<file path="src/irms_cfg.svh">
// Offsets, field positions, reset values and coding constants for the
// input reference monitor and selector. Definitions only.
`ifndef IRMS_CFG_SVH
`define IRMS_CFG_SVH

`define IRMS_NUM_IN 6
`define IRMS_NUM_LOOP 3

`define IRMS_ADR_CTRL 8'h00
`define IRMS_ADR_LIMITS 8'h04
`define IRMS_ADR_ALLOW 8'h08
`define IRMS_ADR_RANK 8'h0c
`define IRMS_ADR_CHOICE 8'h10
`define IRMS_ADR_ALARMS 8'h14
`define IRMS_ADR_OFFS_LO 8'h18
`define IRMS_ADR_OFFS_HI 8'h1c
`define IRMS_ADR_VALID 8'h20
`define IRMS_ADR_CHANGE 8'h24
`define IRMS_ADR_FAIL 8'h28
`define IRMS_ADR_INDIC 8'h2c
`define IRMS_ADR_LOSMAP 8'h30

`define IRMS_CTRL_REFSRC 0
`define IRMS_CTRL_MISSCHK 1
`define IRMS_CTRL_REVERT1 2
`define IRMS_CTRL_REVERT2 3
`define IRMS_CTRL_NOISEWIN 4
`define IRMS_CTRL_RST 5'h00
`define IRMS_LIMITS_RST 20'h00000
`define IRMS_ALLOW_RST 6'h3f
`define IRMS_RANK_RST 24'h000000
`define IRMS_CHOICE_RST 12'h000
`define IRMS_LOSMAP_RST 24'h000000

`define IRMS_CODE_AUTO 4'h0
`define IRMS_CODE_F1 4'h3
`define IRMS_CODE_F4 4'h6
`define IRMS_CODE_F5 4'h9
`define IRMS_CODE_F6 4'ha

`endif

</file>
<file path="src/irms_pkg.sv">
// Types shared by the input reference monitor and selector.
// Expects irms_cfg.svh for numeric constants.
package irms_pkg;

   // Per-input status from the activity, lock and edge monitors
   typedef struct packed {
      logic dead;
      logic lock_timeout;
      logic miss_two;
      logic [11:0] off_sys;
      logic [11:0] off_loop;
   } irms_in_s;

   typedef enum logic [2:0] {
      IRMS_AUTO = 3'b001,
      IRMS_FORCED = 3'b010,
      IRMS_RESV = 3'b100
   } irms_mode_e;

endpackage

</file>
<file path="src/irms_top.sv">
// Input reference monitor and per-loop reference selector, Wishbone slave.
// Assumes one 25 MHz clock, synchronous inputs, offsets given in ppm.
//
// How it works
// - One bit picks system or first-loop monitor reference
// - Hard and soft monitors, 8-bit limit fields each
// - Threshold ppm is (nibble plus one) times factor
// - Hard alarm sets above reject, clears below accept
// - Soft alarm has same hysteresis, own limits
// - Hard alarm disqualifies; soft alarm never does
// - Offset value times factor gives ppm offset
// - Choice codes: auto, forced one to six
// - Forced choice ignores all quality results
// - Auto considers only inputs whose allow bit is zero
// - Auto picks highest rank among qualified inputs
// - Loops one, two need all five validity checks
// - Miss check enabled: selected input misses under two
// - Loop three ignores lock alarms for validity
// - Validity toggle sets sticky change flag, interrupts
// - Selected input going invalid sets failure flag
// - Policy bit for loops one, two; three revertive
// - Revertive follows best qualified input
// - Non-revertive switches only when current disqualified
// - Indicator shows selection; equals top ranked in auto mode when revertive
// - Mapped loss pin high disqualifies the input
// - Dead alarm disqualifies input for all loops
// - Lock alarm disqualifies input for loops one, two
//
// Local design decisions: the placing of the registers and the Wishbone register port.
`timescale 1ns/1ps
`include "irms_cfg.svh"

module irms_top
(
   input wire logic clock,
   input wire logic srst,
   input wire logic wb_cyc_i,
   input wire logic wb_stb_i,
   input wire logic wb_we_i,
   input wire logic [7:0] wb_adr_i,
   input wire logic [3:0] wb_sel_i,
   input wire logic [31:0] wb_dat_i,
   output logic [31:0] wb_dat_o,
   output logic wb_ack_o,
   input wire irms_pkg::irms_in_s [5:0] in_stat,
   input wire logic [3:0] los_pins,
   output logic [11:0] active_input_indicator,
   output logic [11:0] top_ranked_usable_input,
   output logic irq
);

   logic [4:0] ctrl_reg;
   logic [19:0] limits_reg;
   logic [5:0] input_allow_mask;
   logic [23:0] input_rank;
   logic [11:0] loop_input_choice;
   logic [23:0] los_map_reg;
   logic [5:0] input_hard_offset_alarm;
   logic [5:0] input_soft_offset_alarm;
   logic [7:0] offset_value_reg [6];
   logic [5:0] valid_reg [3];
   logic [5:0] change_flag_reg [3];
   logic [2:0] chosen_ref_failure_flag;
   logic [2:0] sel_reg [3];
   logic [2:0] sel_next [3];
   logic [2:0] top_now [3];
   logic [5:0] valid_now [3];
   logic [5:0] qual_now [3];
   logic [11:0] off_now [6];
   logic [31:0] rdata;
   logic wr_go;
   logic rd_go;
   logic [31:0] clr_chg;
   logic [31:0] clr_fail;
   irms_pkg::irms_mode_e mode_now [3];

   logic [7:0] hard_monitor_limits;
   logic [7:0] soft_monitor_limits;
   logic [3:0] ppm_scale_factor;
   logic monitor_ref_source_sel;
   logic cycle_miss_check_en;
   assign hard_monitor_limits = limits_reg[7:0];
   assign soft_monitor_limits = limits_reg[15:8];
   assign ppm_scale_factor = limits_reg[19:16];
   assign monitor_ref_source_sel = ctrl_reg[`IRMS_CTRL_REFSRC];
   assign cycle_miss_check_en = ctrl_reg[`IRMS_CTRL_MISSCHK];

   function automatic logic [8:0] thr_ppm(input logic [3:0] nib, input logic [3:0] fac);
      thr_ppm = (9'(nib) + 9'h001) * 9'(fac);
   endfunction

   function automatic logic [7:0] offs_val(input logic [11:0] ppm, input logic [3:0] fac);
      logic [11:0] q;
      q = (fac == 4'h0) ? 12'h000 : ppm / 12'(fac);
      offs_val = (q > 12'h0ff) ? 8'hff : q[7:0];
   endfunction

   function automatic irms_pkg::irms_mode_e decode_mode(input logic [3:0] code);
      if (code == `IRMS_CODE_AUTO)
         decode_mode = irms_pkg::IRMS_AUTO;
      else if ((code >= `IRMS_CODE_F1 && code <= `IRMS_CODE_F4) ||
               code == `IRMS_CODE_F5 || code == `IRMS_CODE_F6)
         decode_mode = irms_pkg::IRMS_FORCED;
      else
         decode_mode = irms_pkg::IRMS_RESV;
   endfunction

   function automatic logic [2:0] forced_idx(input logic [3:0] code);
      if (code >= `IRMS_CODE_F1 && code <= `IRMS_CODE_F4)
         forced_idx = 3'(code - 4'h2);
      else if (code == `IRMS_CODE_F5 || code == `IRMS_CODE_F6)
         forced_idx = 3'(code - 4'h4);
      else
         forced_idx = 3'h0;
   endfunction

   function automatic logic bit_at(input logic [5:0] v, input logic [2:0] idx);
      bit_at = (idx != 3'h0 && idx <= 3'h6) ? v[3'(idx - 3'h1)] : 1'b0;
   endfunction

   function automatic logic [2:0] pick_top(input logic [5:0] q, input logic [23:0] rk);
      logic [3:0] best;
      best = 4'h0;
      pick_top = 3'h0;
      for (int i = 0; i < 6; i++)
      begin
         if (q[i] && (pick_top == 3'h0 || rk[4*i +: 4] > best))
         begin
            pick_top = 3'(i + 1);
            best = rk[4*i +: 4];
         end
      end
   endfunction

   function automatic logic [31:0] merge(input logic [31:0] old, input logic [31:0] d,
                                         input logic [3:0] sel);
      for (int b = 0; b < 4; b++)
         merge[8*b +: 8] = sel[b] ? d[8*b +: 8] : old[8*b +: 8];
   endfunction

   // Offsets against the chosen monitor reference
   always_comb
   begin
      for (int i = 0; i < 6; i++)
         off_now[i] = monitor_ref_source_sel ? in_stat[i].off_loop : in_stat[i].off_sys;
   end

   // Per-loop validity, qualification and best candidate
   always_comb
   begin
      for (int l = 0; l < 3; l++)
      begin
         mode_now[l] = decode_mode(loop_input_choice[4*l +: 4]);
         for (int i = 0; i < 6; i++)
         begin
            valid_now[l][i] = !in_stat[i].dead && !input_hard_offset_alarm[i]
                              && !(|(los_map_reg[4*i +: 4] & los_pins));
            if (l < 2)
               valid_now[l][i] = valid_now[l][i] && !in_stat[i].lock_timeout
                                 && !(cycle_miss_check_en && sel_reg[l] == 3'(i + 1)
                                      && in_stat[i].miss_two);
         end
         qual_now[l] = valid_now[l] & ~input_allow_mask;
         top_now[l] = pick_top(qual_now[l], input_rank);
      end
   end

   // Selection policy, one instance of logic per loop
   always_comb
   begin
      for (int l = 0; l < 3; l++)
      begin
         sel_next[l] = sel_reg[l];
         unique case (mode_now[l])
            irms_pkg::IRMS_FORCED: sel_next[l] = forced_idx(loop_input_choice[4*l +: 4]);
            irms_pkg::IRMS_AUTO:
            begin
               // Loop three has no policy bit and always reverts
               if ((l == 2) || ctrl_reg[`IRMS_CTRL_REVERT1 + l]
                   || !bit_at(qual_now[l], sel_reg[l]))
                  sel_next[l] = top_now[l];
            end
            irms_pkg::IRMS_RESV: sel_next[l] = 3'h0;
         endcase
      end
   end

   always_ff @(posedge clock)
   begin
      for (int l = 0; l < 3; l++)
      begin
         if (srst)
         begin
            sel_reg[l] <= 3'h0;
            valid_reg[l] <= 6'h00;
         end
         else
         begin
            sel_reg[l] <= sel_next[l];
            valid_reg[l] <= valid_now[l];
         end
      end
   end

   // Frequency monitors with hysteresis
   always_ff @(posedge clock)
   begin
      for (int i = 0; i < 6; i++)
      begin
         if (srst)
         begin
            input_hard_offset_alarm[i] <= 1'b0;
            input_soft_offset_alarm[i] <= 1'b0;
            offset_value_reg[i] <= 8'h00;
         end
         else
         begin
            if (off_now[i] > 12'(thr_ppm(hard_monitor_limits[3:0], ppm_scale_factor)))
               input_hard_offset_alarm[i] <= 1'b1;
            else if (off_now[i] < 12'(thr_ppm(hard_monitor_limits[7:4], ppm_scale_factor)))
               input_hard_offset_alarm[i] <= 1'b0;
            if (off_now[i] > 12'(thr_ppm(soft_monitor_limits[3:0], ppm_scale_factor)))
               input_soft_offset_alarm[i] <= 1'b1;
            else if (off_now[i] < 12'(thr_ppm(soft_monitor_limits[7:4], ppm_scale_factor)))
               input_soft_offset_alarm[i] <= 1'b0;
            offset_value_reg[i] <= offs_val(off_now[i], ppm_scale_factor);
         end
      end
   end

   // Bus handshake: one wait state, ack lasts exactly one cycle
   // Writes land on the ack edge, so a master that drops early writes nothing
   assign wr_go = wb_cyc_i && wb_stb_i && wb_ack_o && wb_we_i;
   assign rd_go = wb_cyc_i && wb_stb_i && !wb_ack_o;
   assign clr_chg = (wr_go && wb_adr_i == `IRMS_ADR_CHANGE) ?
                    merge(32'h0, wb_dat_i, wb_sel_i) : 32'h0;
   assign clr_fail = (wr_go && wb_adr_i == `IRMS_ADR_FAIL) ?
                     merge(32'h0, wb_dat_i, wb_sel_i) : 32'h0;

   always_ff @(posedge clock)
   begin
      if (srst)
      begin
         wb_ack_o <= 1'b0;
         wb_dat_o <= 32'h00000000;
      end
      else
      begin
         wb_ack_o <= rd_go;
         if (rd_go && !wb_we_i)
            wb_dat_o <= rdata;
      end
   end

   // Control registers
   always_ff @(posedge clock)
   begin
      if (srst)
      begin
         ctrl_reg <= `IRMS_CTRL_RST;
         limits_reg <= `IRMS_LIMITS_RST;
         input_allow_mask <= `IRMS_ALLOW_RST;
         input_rank <= `IRMS_RANK_RST;
         loop_input_choice <= `IRMS_CHOICE_RST;
         los_map_reg <= `IRMS_LOSMAP_RST;
      end
      else if (wr_go)
      begin
         unique case (wb_adr_i)
            `IRMS_ADR_CTRL: ctrl_reg <= 5'(merge(32'(ctrl_reg), wb_dat_i, wb_sel_i));
            `IRMS_ADR_LIMITS: limits_reg <= 20'(merge(32'(limits_reg), wb_dat_i, wb_sel_i));
            `IRMS_ADR_ALLOW:
               input_allow_mask <= 6'(merge(32'(input_allow_mask), wb_dat_i, wb_sel_i));
            `IRMS_ADR_RANK: input_rank <= 24'(merge(32'(input_rank), wb_dat_i, wb_sel_i));
            `IRMS_ADR_CHOICE:
               loop_input_choice <= 12'(merge(32'(loop_input_choice), wb_dat_i, wb_sel_i));
            `IRMS_ADR_LOSMAP: los_map_reg <= 24'(merge(32'(los_map_reg), wb_dat_i, wb_sel_i));
            default: ;
         endcase
      end
   end

   // Sticky flags; a new event beats a same-cycle clear
   always_ff @(posedge clock)
   begin
      for (int l = 0; l < 3; l++)
      begin
         if (srst)
         begin
            change_flag_reg[l] <= 6'h00;
            chosen_ref_failure_flag[l] <= 1'b0;
         end
         else
         begin
            change_flag_reg[l] <= (change_flag_reg[l] & ~clr_chg[8*l +: 6])
                                  | (valid_reg[l] ^ valid_now[l]);
            chosen_ref_failure_flag[l] <= (chosen_ref_failure_flag[l] && !clr_fail[l])
                                          || (bit_at(valid_reg[l], sel_reg[l])
                                              && !bit_at(valid_now[l], sel_reg[l]));
         end
      end
   end

   // Status outputs, all from flops
   always_ff @(posedge clock)
   begin
      if (srst)
      begin
         irq <= 1'b0;
         active_input_indicator <= 12'h000;
         top_ranked_usable_input <= 12'h000;
      end
      else
      begin
         irq <= (|change_flag_reg[0]) || (|change_flag_reg[1]) || (|change_flag_reg[2])
                || (|chosen_ref_failure_flag);
         for (int l = 0; l < 3; l++)
         begin
            active_input_indicator[4*l +: 4] <= 4'(sel_next[l]);
            top_ranked_usable_input[4*l +: 4] <= 4'(top_now[l]);
         end
      end
   end

   // Read mux; unmapped addresses read zero
   always_comb
   begin
      rdata = 32'h00000000;
      unique case (wb_adr_i)
         `IRMS_ADR_CTRL: rdata = 32'(ctrl_reg);
         `IRMS_ADR_LIMITS: rdata = 32'(limits_reg);
         `IRMS_ADR_ALLOW: rdata = 32'(input_allow_mask);
         `IRMS_ADR_RANK: rdata = 32'(input_rank);
         `IRMS_ADR_CHOICE: rdata = 32'(loop_input_choice);
         `IRMS_ADR_ALARMS: rdata = {18'h0, input_soft_offset_alarm, 2'h0, input_hard_offset_alarm};
         `IRMS_ADR_OFFS_LO:
            rdata = {offset_value_reg[3], offset_value_reg[2], offset_value_reg[1],
                     offset_value_reg[0]};
         `IRMS_ADR_OFFS_HI: rdata = {16'h0, offset_value_reg[5], offset_value_reg[4]};
         `IRMS_ADR_VALID: rdata = {10'h0, valid_reg[2], 2'h0, valid_reg[1], 2'h0, valid_reg[0]};
         `IRMS_ADR_CHANGE:
            rdata = {10'h0, change_flag_reg[2], 2'h0, change_flag_reg[1], 2'h0,
                     change_flag_reg[0]};
         `IRMS_ADR_FAIL: rdata = {29'h0, chosen_ref_failure_flag};
         `IRMS_ADR_INDIC: rdata = {4'h0, top_ranked_usable_input, 4'h0, active_input_indicator};
         `IRMS_ADR_LOSMAP: rdata = 32'(los_map_reg);
         default: rdata = 32'h00000000;
      endcase
   end
endmodule

</file>
<file path="config.mk">
export PLATFORM = sky130hd
export DESIGN_NAME = irms_top
export DESIGN_NICKNAME = d
export VERILOG_FILES = /design/src/irms_pkg.sv /design/src/irms_top.sv
export VERILOG_INCLUDE_DIRS = /design/src
export SDC_FILE = /design/constraint.sdc
export NUM_CORES = 2
export LEC_CHECK = 0
export BUFFER_PORTS_ARGS = -buffer_cell sky130_fd_sc_hd__buf_2
export CORE_MARGIN = 3
export CORE_UTILIZATION = 63
export DETAILED_ROUTE_END_ITERATION = 12
export GPL_TIMING_DRIVEN = 0
export PLACE_DENSITY = 0.94
export SLEW_MARGIN = 30
export SYNTH_ARGS = -nofsm -noshare
export SYNTH_HDL_FRONTEND = slang
export SYNTH_SLANG_ARGS = --single-unit
export TNS_END_PERCENT = 100
</file>
<file path="constraint.sdc">
create_clock -name clock -period 26.7 [get_ports clock]
set_clock_uncertainty 0.15 [all_clocks]
set_input_delay 1.335 -clock clock [delete_from_list [all_inputs] [get_ports clock]]
set_output_delay 1.335 -clock clock [all_outputs]
set_load 0.05 [all_outputs]
</file>
# --- Word level (Yosys, flattened, before mapping) ---
# Memory sizes are Yosys's and may differ from the RTL's.
# Cells that the tools add are included.
totals:
  regBits: 164
  ramBits: 93
  out_inout_bits: 58
  elab_cells: 557
  mem_count: 4
mem_list:
  columns: ["name", "words", "width", "read_ports", "rd_clocked_by_memory_dff", "wr", "line_no", "text"]
  rows:
  - ["offset_value_reg", 6, 8, 6, 0, 6, "irms_top.sv:60", "logic [7:0] offset_value_reg [6];"]
  - ["change_flag_reg", 3, 6, 3, 0, 3, "irms_top.sv:62", "logic [5:0] change_flag_reg [3];"]
  - ["valid_reg", 3, 6, 3, 0, 3, "irms_top.sv:61", "logic [5:0] valid_reg [3];"]
  - ["sel_reg", 3, 3, 3, 0, 3, "irms_top.sv:64", "logic [2:0] sel_reg [3];"]
op_classes:
  add_sub_neg: 13
  n_mul: 4
  n_div: 6
  magnitude_cmp: 57
  n_eq_ne: 39
  mux: 140
  bitwise: 37
  n_reduce_logical: 224
ops:
  columns: ["operator", "count"]
  rows:
  - ["$pmux 32 s13", 1]
  - ["$gt 12x9->1", 12]
  - ["$lt 12x9->1", 12]
  - ["$mux 12", 12]
  - ["$mux 8", 14]
  - ["$mux 3", 33]
  - ["$logic_and 1x1->1", 88]
  - ["$div 12x4->12", 6]
  - ["$gt 12x8->1 const B", 6]
  - ["$gt 4x4->1", 15]
  - ["$mux 4", 15]
  - ["$logic_not 1->1", 46]
  - ["$mux 1", 46]
  - ["$logic_not 3->1", 15]
  - ["$mux 6", 7]
  - ["$eq 8x6->1 const B", 5]
  - ["$reduce_and 3->1", 13]
  - ["$and 6x6->6", 6]
  - ["$mul 5x4->9", 4]
  - ["$eq 8x5->1 const B", 4]
  - ["$logic_or 1x1->1", 32]
  - ["$eq 3x3->1 const B", 9]
  - ["$pmux 3 s3", 3]
  - ["$and 4x4->4", 6]
  - ["26 further kinds", 110]

# --- Logic depth before layout (Yosys ltp) ---
logic_depth:
  ltp_word: 31
  ltp_mapped: 98
  depth_no_buf: 92

# --- Least setup slack after synthesis ---
# Ideal clock, no wire load.
synth_timing:
  path_type: "register to register"
  start: "register limits_reg[16]"
  end: "memory offset_value_reg[0][0]"
  arrival_ps: 19858
  required_time_ps: 26422
  slack_ps: 6564
  path_stages_with_launch: 92
  n_path_buf: 5
  cell_sequence: "dfxtp_1 > clkbuf_1 > clkinv_1 > ha_1 > nor4b_1 > o2bb2ai_1 > inv_1 > ha_1 > nor2_1 > o31ai_1 > and2_1 > ha_1 > o21a_1 > or2_2 > a311oi_1 > or2_2 > ha_1 > a21boi_0 > (+56 left out) > o21a_1 > o21a_1 > o21ai_0 > nand2b_1 > a2111oi_0 > and4bb_2 > nand2_1 > nor2_1 > a21oi_1 > ha_1 > a21oi_1 > nor2b_1 > o21ai_0 > nand2_1 > nor3_1 > o21ai_0 > nor2_1 > o22ai_1"
synth_lines:
  columns: ["element", "line_no", "text"]
  rows:
  - ["start: declaration", "irms_top.sv:53", "logic [19:0] limits_reg;"]
  - ["start signal: assignment", "irms_top.sv:261", "limits_reg <= `IRMS_LIMITS_RST;"]
  - ["start signal: assignment", "irms_top.sv:271", "`IRMS_ADR_LIMITS: limits_reg <= 20'(merge(32'(limits_reg), wb_dat_i, wb_sel_i));"]
  - ["end: declaration", "irms_top.sv:60", null]

==> impl_metrics.ini <==
[critical_path]
crit_fanout = 42
crit_arrival_ns = 23.57
cpPeakStageDelay_ns = 0.87
cp-end-kind = flop
reg2reg_to = offset_value_reg[2][8]
path_common_cell = o21a_1
critical_path_required_ns = 26.96
r2r-start = limits_reg[16]
rr_worst_depth = 88
cp-start-kind = flop
crit_type = reg -> reg
slowest_stage = dfxtp_2
reg2reg_slack_ns = 3.38

[detailed_routing]
first_pass_iters = 8
post_drt_wl_per_cell_um = 24.0
routed_wl_um = 136000
ant_nets = 0
via_per_inst = 6.84
drtIter0Drc = 4202
drc_errors = 0
num_vias = 38900

[synthesis]
ys_seq_elements = 242
ys_types = 119
yosysWarnings = 0
syn_area_per_cell_um2 = 7.69
synth-edff-count = 0
async_flop_share_pct = 0
synth_cells = 4614
synth_top_flop_cell = dfxtp_1
mappedNetlistArea_mm2 = 0.0355
ys_seq_area_share_pct = 13.7

[finish]
stdcell_count = 5680
fin_area_mm2 = 0.0390
final_util_pct = 70.3
fillers = 4480
layout-drive-gt1-share_pct = 12.4
syn_to_final_growth_pct = 9.85
largest_reg_flops = 48
layout.nets = 5747

[floorplan]
num_io_pins = 273
die_width_um = 243
num_rows = 86
coreArea_mm2 = 0.0554
start_util_pct = 64.0
chipHeight_um = 243
dieArea_mm2 = 0.0592

[power_and_ir_drop]
switchingPower_mw = 2.50
p_leak_nw = 15.9
peakVddDrop_v = 0.000127
switching_share_pct = 53.3
power_frac_seq_pct = 7.9
p_per_area_mw_per_mm2 = 120
pwr-share-clk_pct = 9.3
p_comb_share_pct = 82.8
internal-power_mw = 2.19
power.total_mw = 4.68

[hold_path]
worstHoldStart = wb_dat_o[30]
holdPathEnd = wb_dat_o[30]
whs_path_depth = 2
worstHoldPathType = reg -> reg

[sta]
finalSetupViolCount = 0
hold_viol = 0
slew_violations = 0
period_share_pct = 87.3
grt_setup_unrepaired = false
slew_headroom_pct = 25.1
period_needed_ns = 23.32
hold_slack_ns = 0.315
worstMarginPinSlew_ns = 1.12
setup_tns_ns = 0
setup_ws_ns = 3.38
max_freq_mhz = 42.9

[grt]
track_usage_pct = 43.6
grt_max_degree = 48
grt_pass1_vias = 36200
grt_pass1_wl_um = 204000
grt-ovfl-total = 0
grt_antenna_before_repair = 1

[run]
drv_cap = 0

[clocking]
cts_setup_buffers = 0
cts_resized = 0
cts_root_buf = clkbuf_16
clk_latency_ns = 0.58
clkTransAtPathRegs_ns = 0.06
cts_tree = built
ctsHoldBuffers = 0
clock_sinks = 242
cts_made_buffers = 29
cts.htree.levels = 1
clock_path_buffers = 3

[placed_design]
place_worst_setup_slack_ns = 3.84
place_area_mm2 = 0.0379
io_buffers = 253
dp_hpwl_um = 108000
dp.cells = 5625
gp_congestion = 1.07

[outcome]
status = finished clean
[logic make-up after synthesis]
family,Yosys count,share of synthesized area (%)
AND/OR/NAND/NOR,1653,23.5
AO/OA/AOI/OAI,1352,25.1
adder cells (fa/ha/maj),626,22.6
buffers and inverters,348,3.97
multiplexers,265,8.13
flip-flops,242,13.7
XOR/XNOR,127,3.14
other,1,0.0106
[placed cells by master, fill, tap and decap left out, types with 37 or more instances in the layout]
cell	count
o21a_1	158
xnor2_1	74
a222oi_1	37
a21o_1	48
nor2_1	414
xor2_1	50
nand2_1	368
clkbuf_1	111
ha_1	600
a22oi_1	38
inv_1	189
and2_1	60
nand4_1	43
mux2_2	140
or2_2	42
dfxtp_1	241
o21ai_0	226
a31oi_1	50
mux2i_1	115
nand3_1	161
nor2b_1	110
a21oi_1	457
nand2b_1	116
buf_2	267
nor3_1	146
[layout make-up]
type / instances / area, µm² / share of cell area [%]
well taps: 748 / 936 / 2.40
flip-flops and latches: 242 / 4850 / 12.4
inverters: 193 / 742 / 1.90
clock buffers: 36 / 812 / 2.08
multi-input cells: 4029 / 29300 / 75.3
repair buffers: 258 / 1380 / 3.53
plain buffers: 155 / 692 / 1.78
clock inverters: 18 / 236 / 0.607
diodes: 1 / 2.50 / 0.00642
[how the worst max path moves through the flow]
stage	from	endpoint	slack, ns
2_1_floorplan	limits_reg[16]	offset_value_reg[0][0]	6.56
3_3_place_gp	limits_reg[16]	offset_value_reg[0][0]	0.99
3_5_place_dp	ctrl_reg[0]	offset_value_reg[0][0]	3.84
4_1_cts	ctrl_reg[0]	offset_value_reg[0][0]	3.77
5_1_grt	limits_reg[16]	offset_value_reg[0][0]	2.03
6_report	limits_reg[16]	offset_value_reg[2][8]	3.38
[critical path, delay by kind of cell (launching register included)]
| family | cells | cell delay, ns |
|---|---|---|
| muxes | 4 | 1.40 |
| and+or+nand+nor | 27 | 6.49 |
| adders and majority gates | 12 | 3.70 |
| buffers and inverters | 9 | 2.43 |
| DFF | 1 | 0.87 |
| AOI/OAI and AO/OA | 36 | 8.00 |
[cell usage after synthesis, drive strengths merged, types with 16 or more instances]
master	number	area, µm²
nand4	45	294
and2	61	382
xor2	50	438
a31oi	50	313
nand2b	116	726
a21oi	458	2290
a22oi	40	310
a41oi	21	184
and3	24	155
a211o	20	175
o21a	158	1190
or3	29	186
a211oi	41	360
buf	40	252
ha	600	7510
nor3	151	772
o31ai	32	254
o21ai	231	1160
a21boi	16	120
a21o	48	360
or2	45	282
xnor2	77	674
a222oi	37	370
o211ai	27	203
mux2	146	1660
clkbuf	115	432
mux2i	118	1200
a221oi	21	184
fa	24	480
inv	192	721
dfxtp	242	4840
nor2b	110	688
nor2	415	1560
nand2	369	1390
nand3	162	816
nor4	33	240
[power by group through the flow]
| stage | Clock (mW) | Sequential [mW] | Combinational [mW] |
|---|---|---|---|
| detailed placement | 0 | 0.379 | 3.74 |
| finish | 0.435 | 0.372 | 3.87 |
| global route | 0.450 | 0.372 | 4.27 |
| global placement | 0 | 0.380 | 3.63 |
| floorplan | 0 | 0.377 | 3.05 |
| CTS | 0.434 | 0.371 | 3.76 |
[metal layers]
layer | track usage, % | wire, µm | part of all wire (%)
met1 | 53.9 | 51300 | 38
met2 | 68.6 | 57700 | 42
met3 | 8.69 | 16000 | 12
met4 | 29.6 | 11400 | 8.4
met5 | 0 | 0 | 0
Note: power is estimated with default switching activity, not from simulation.
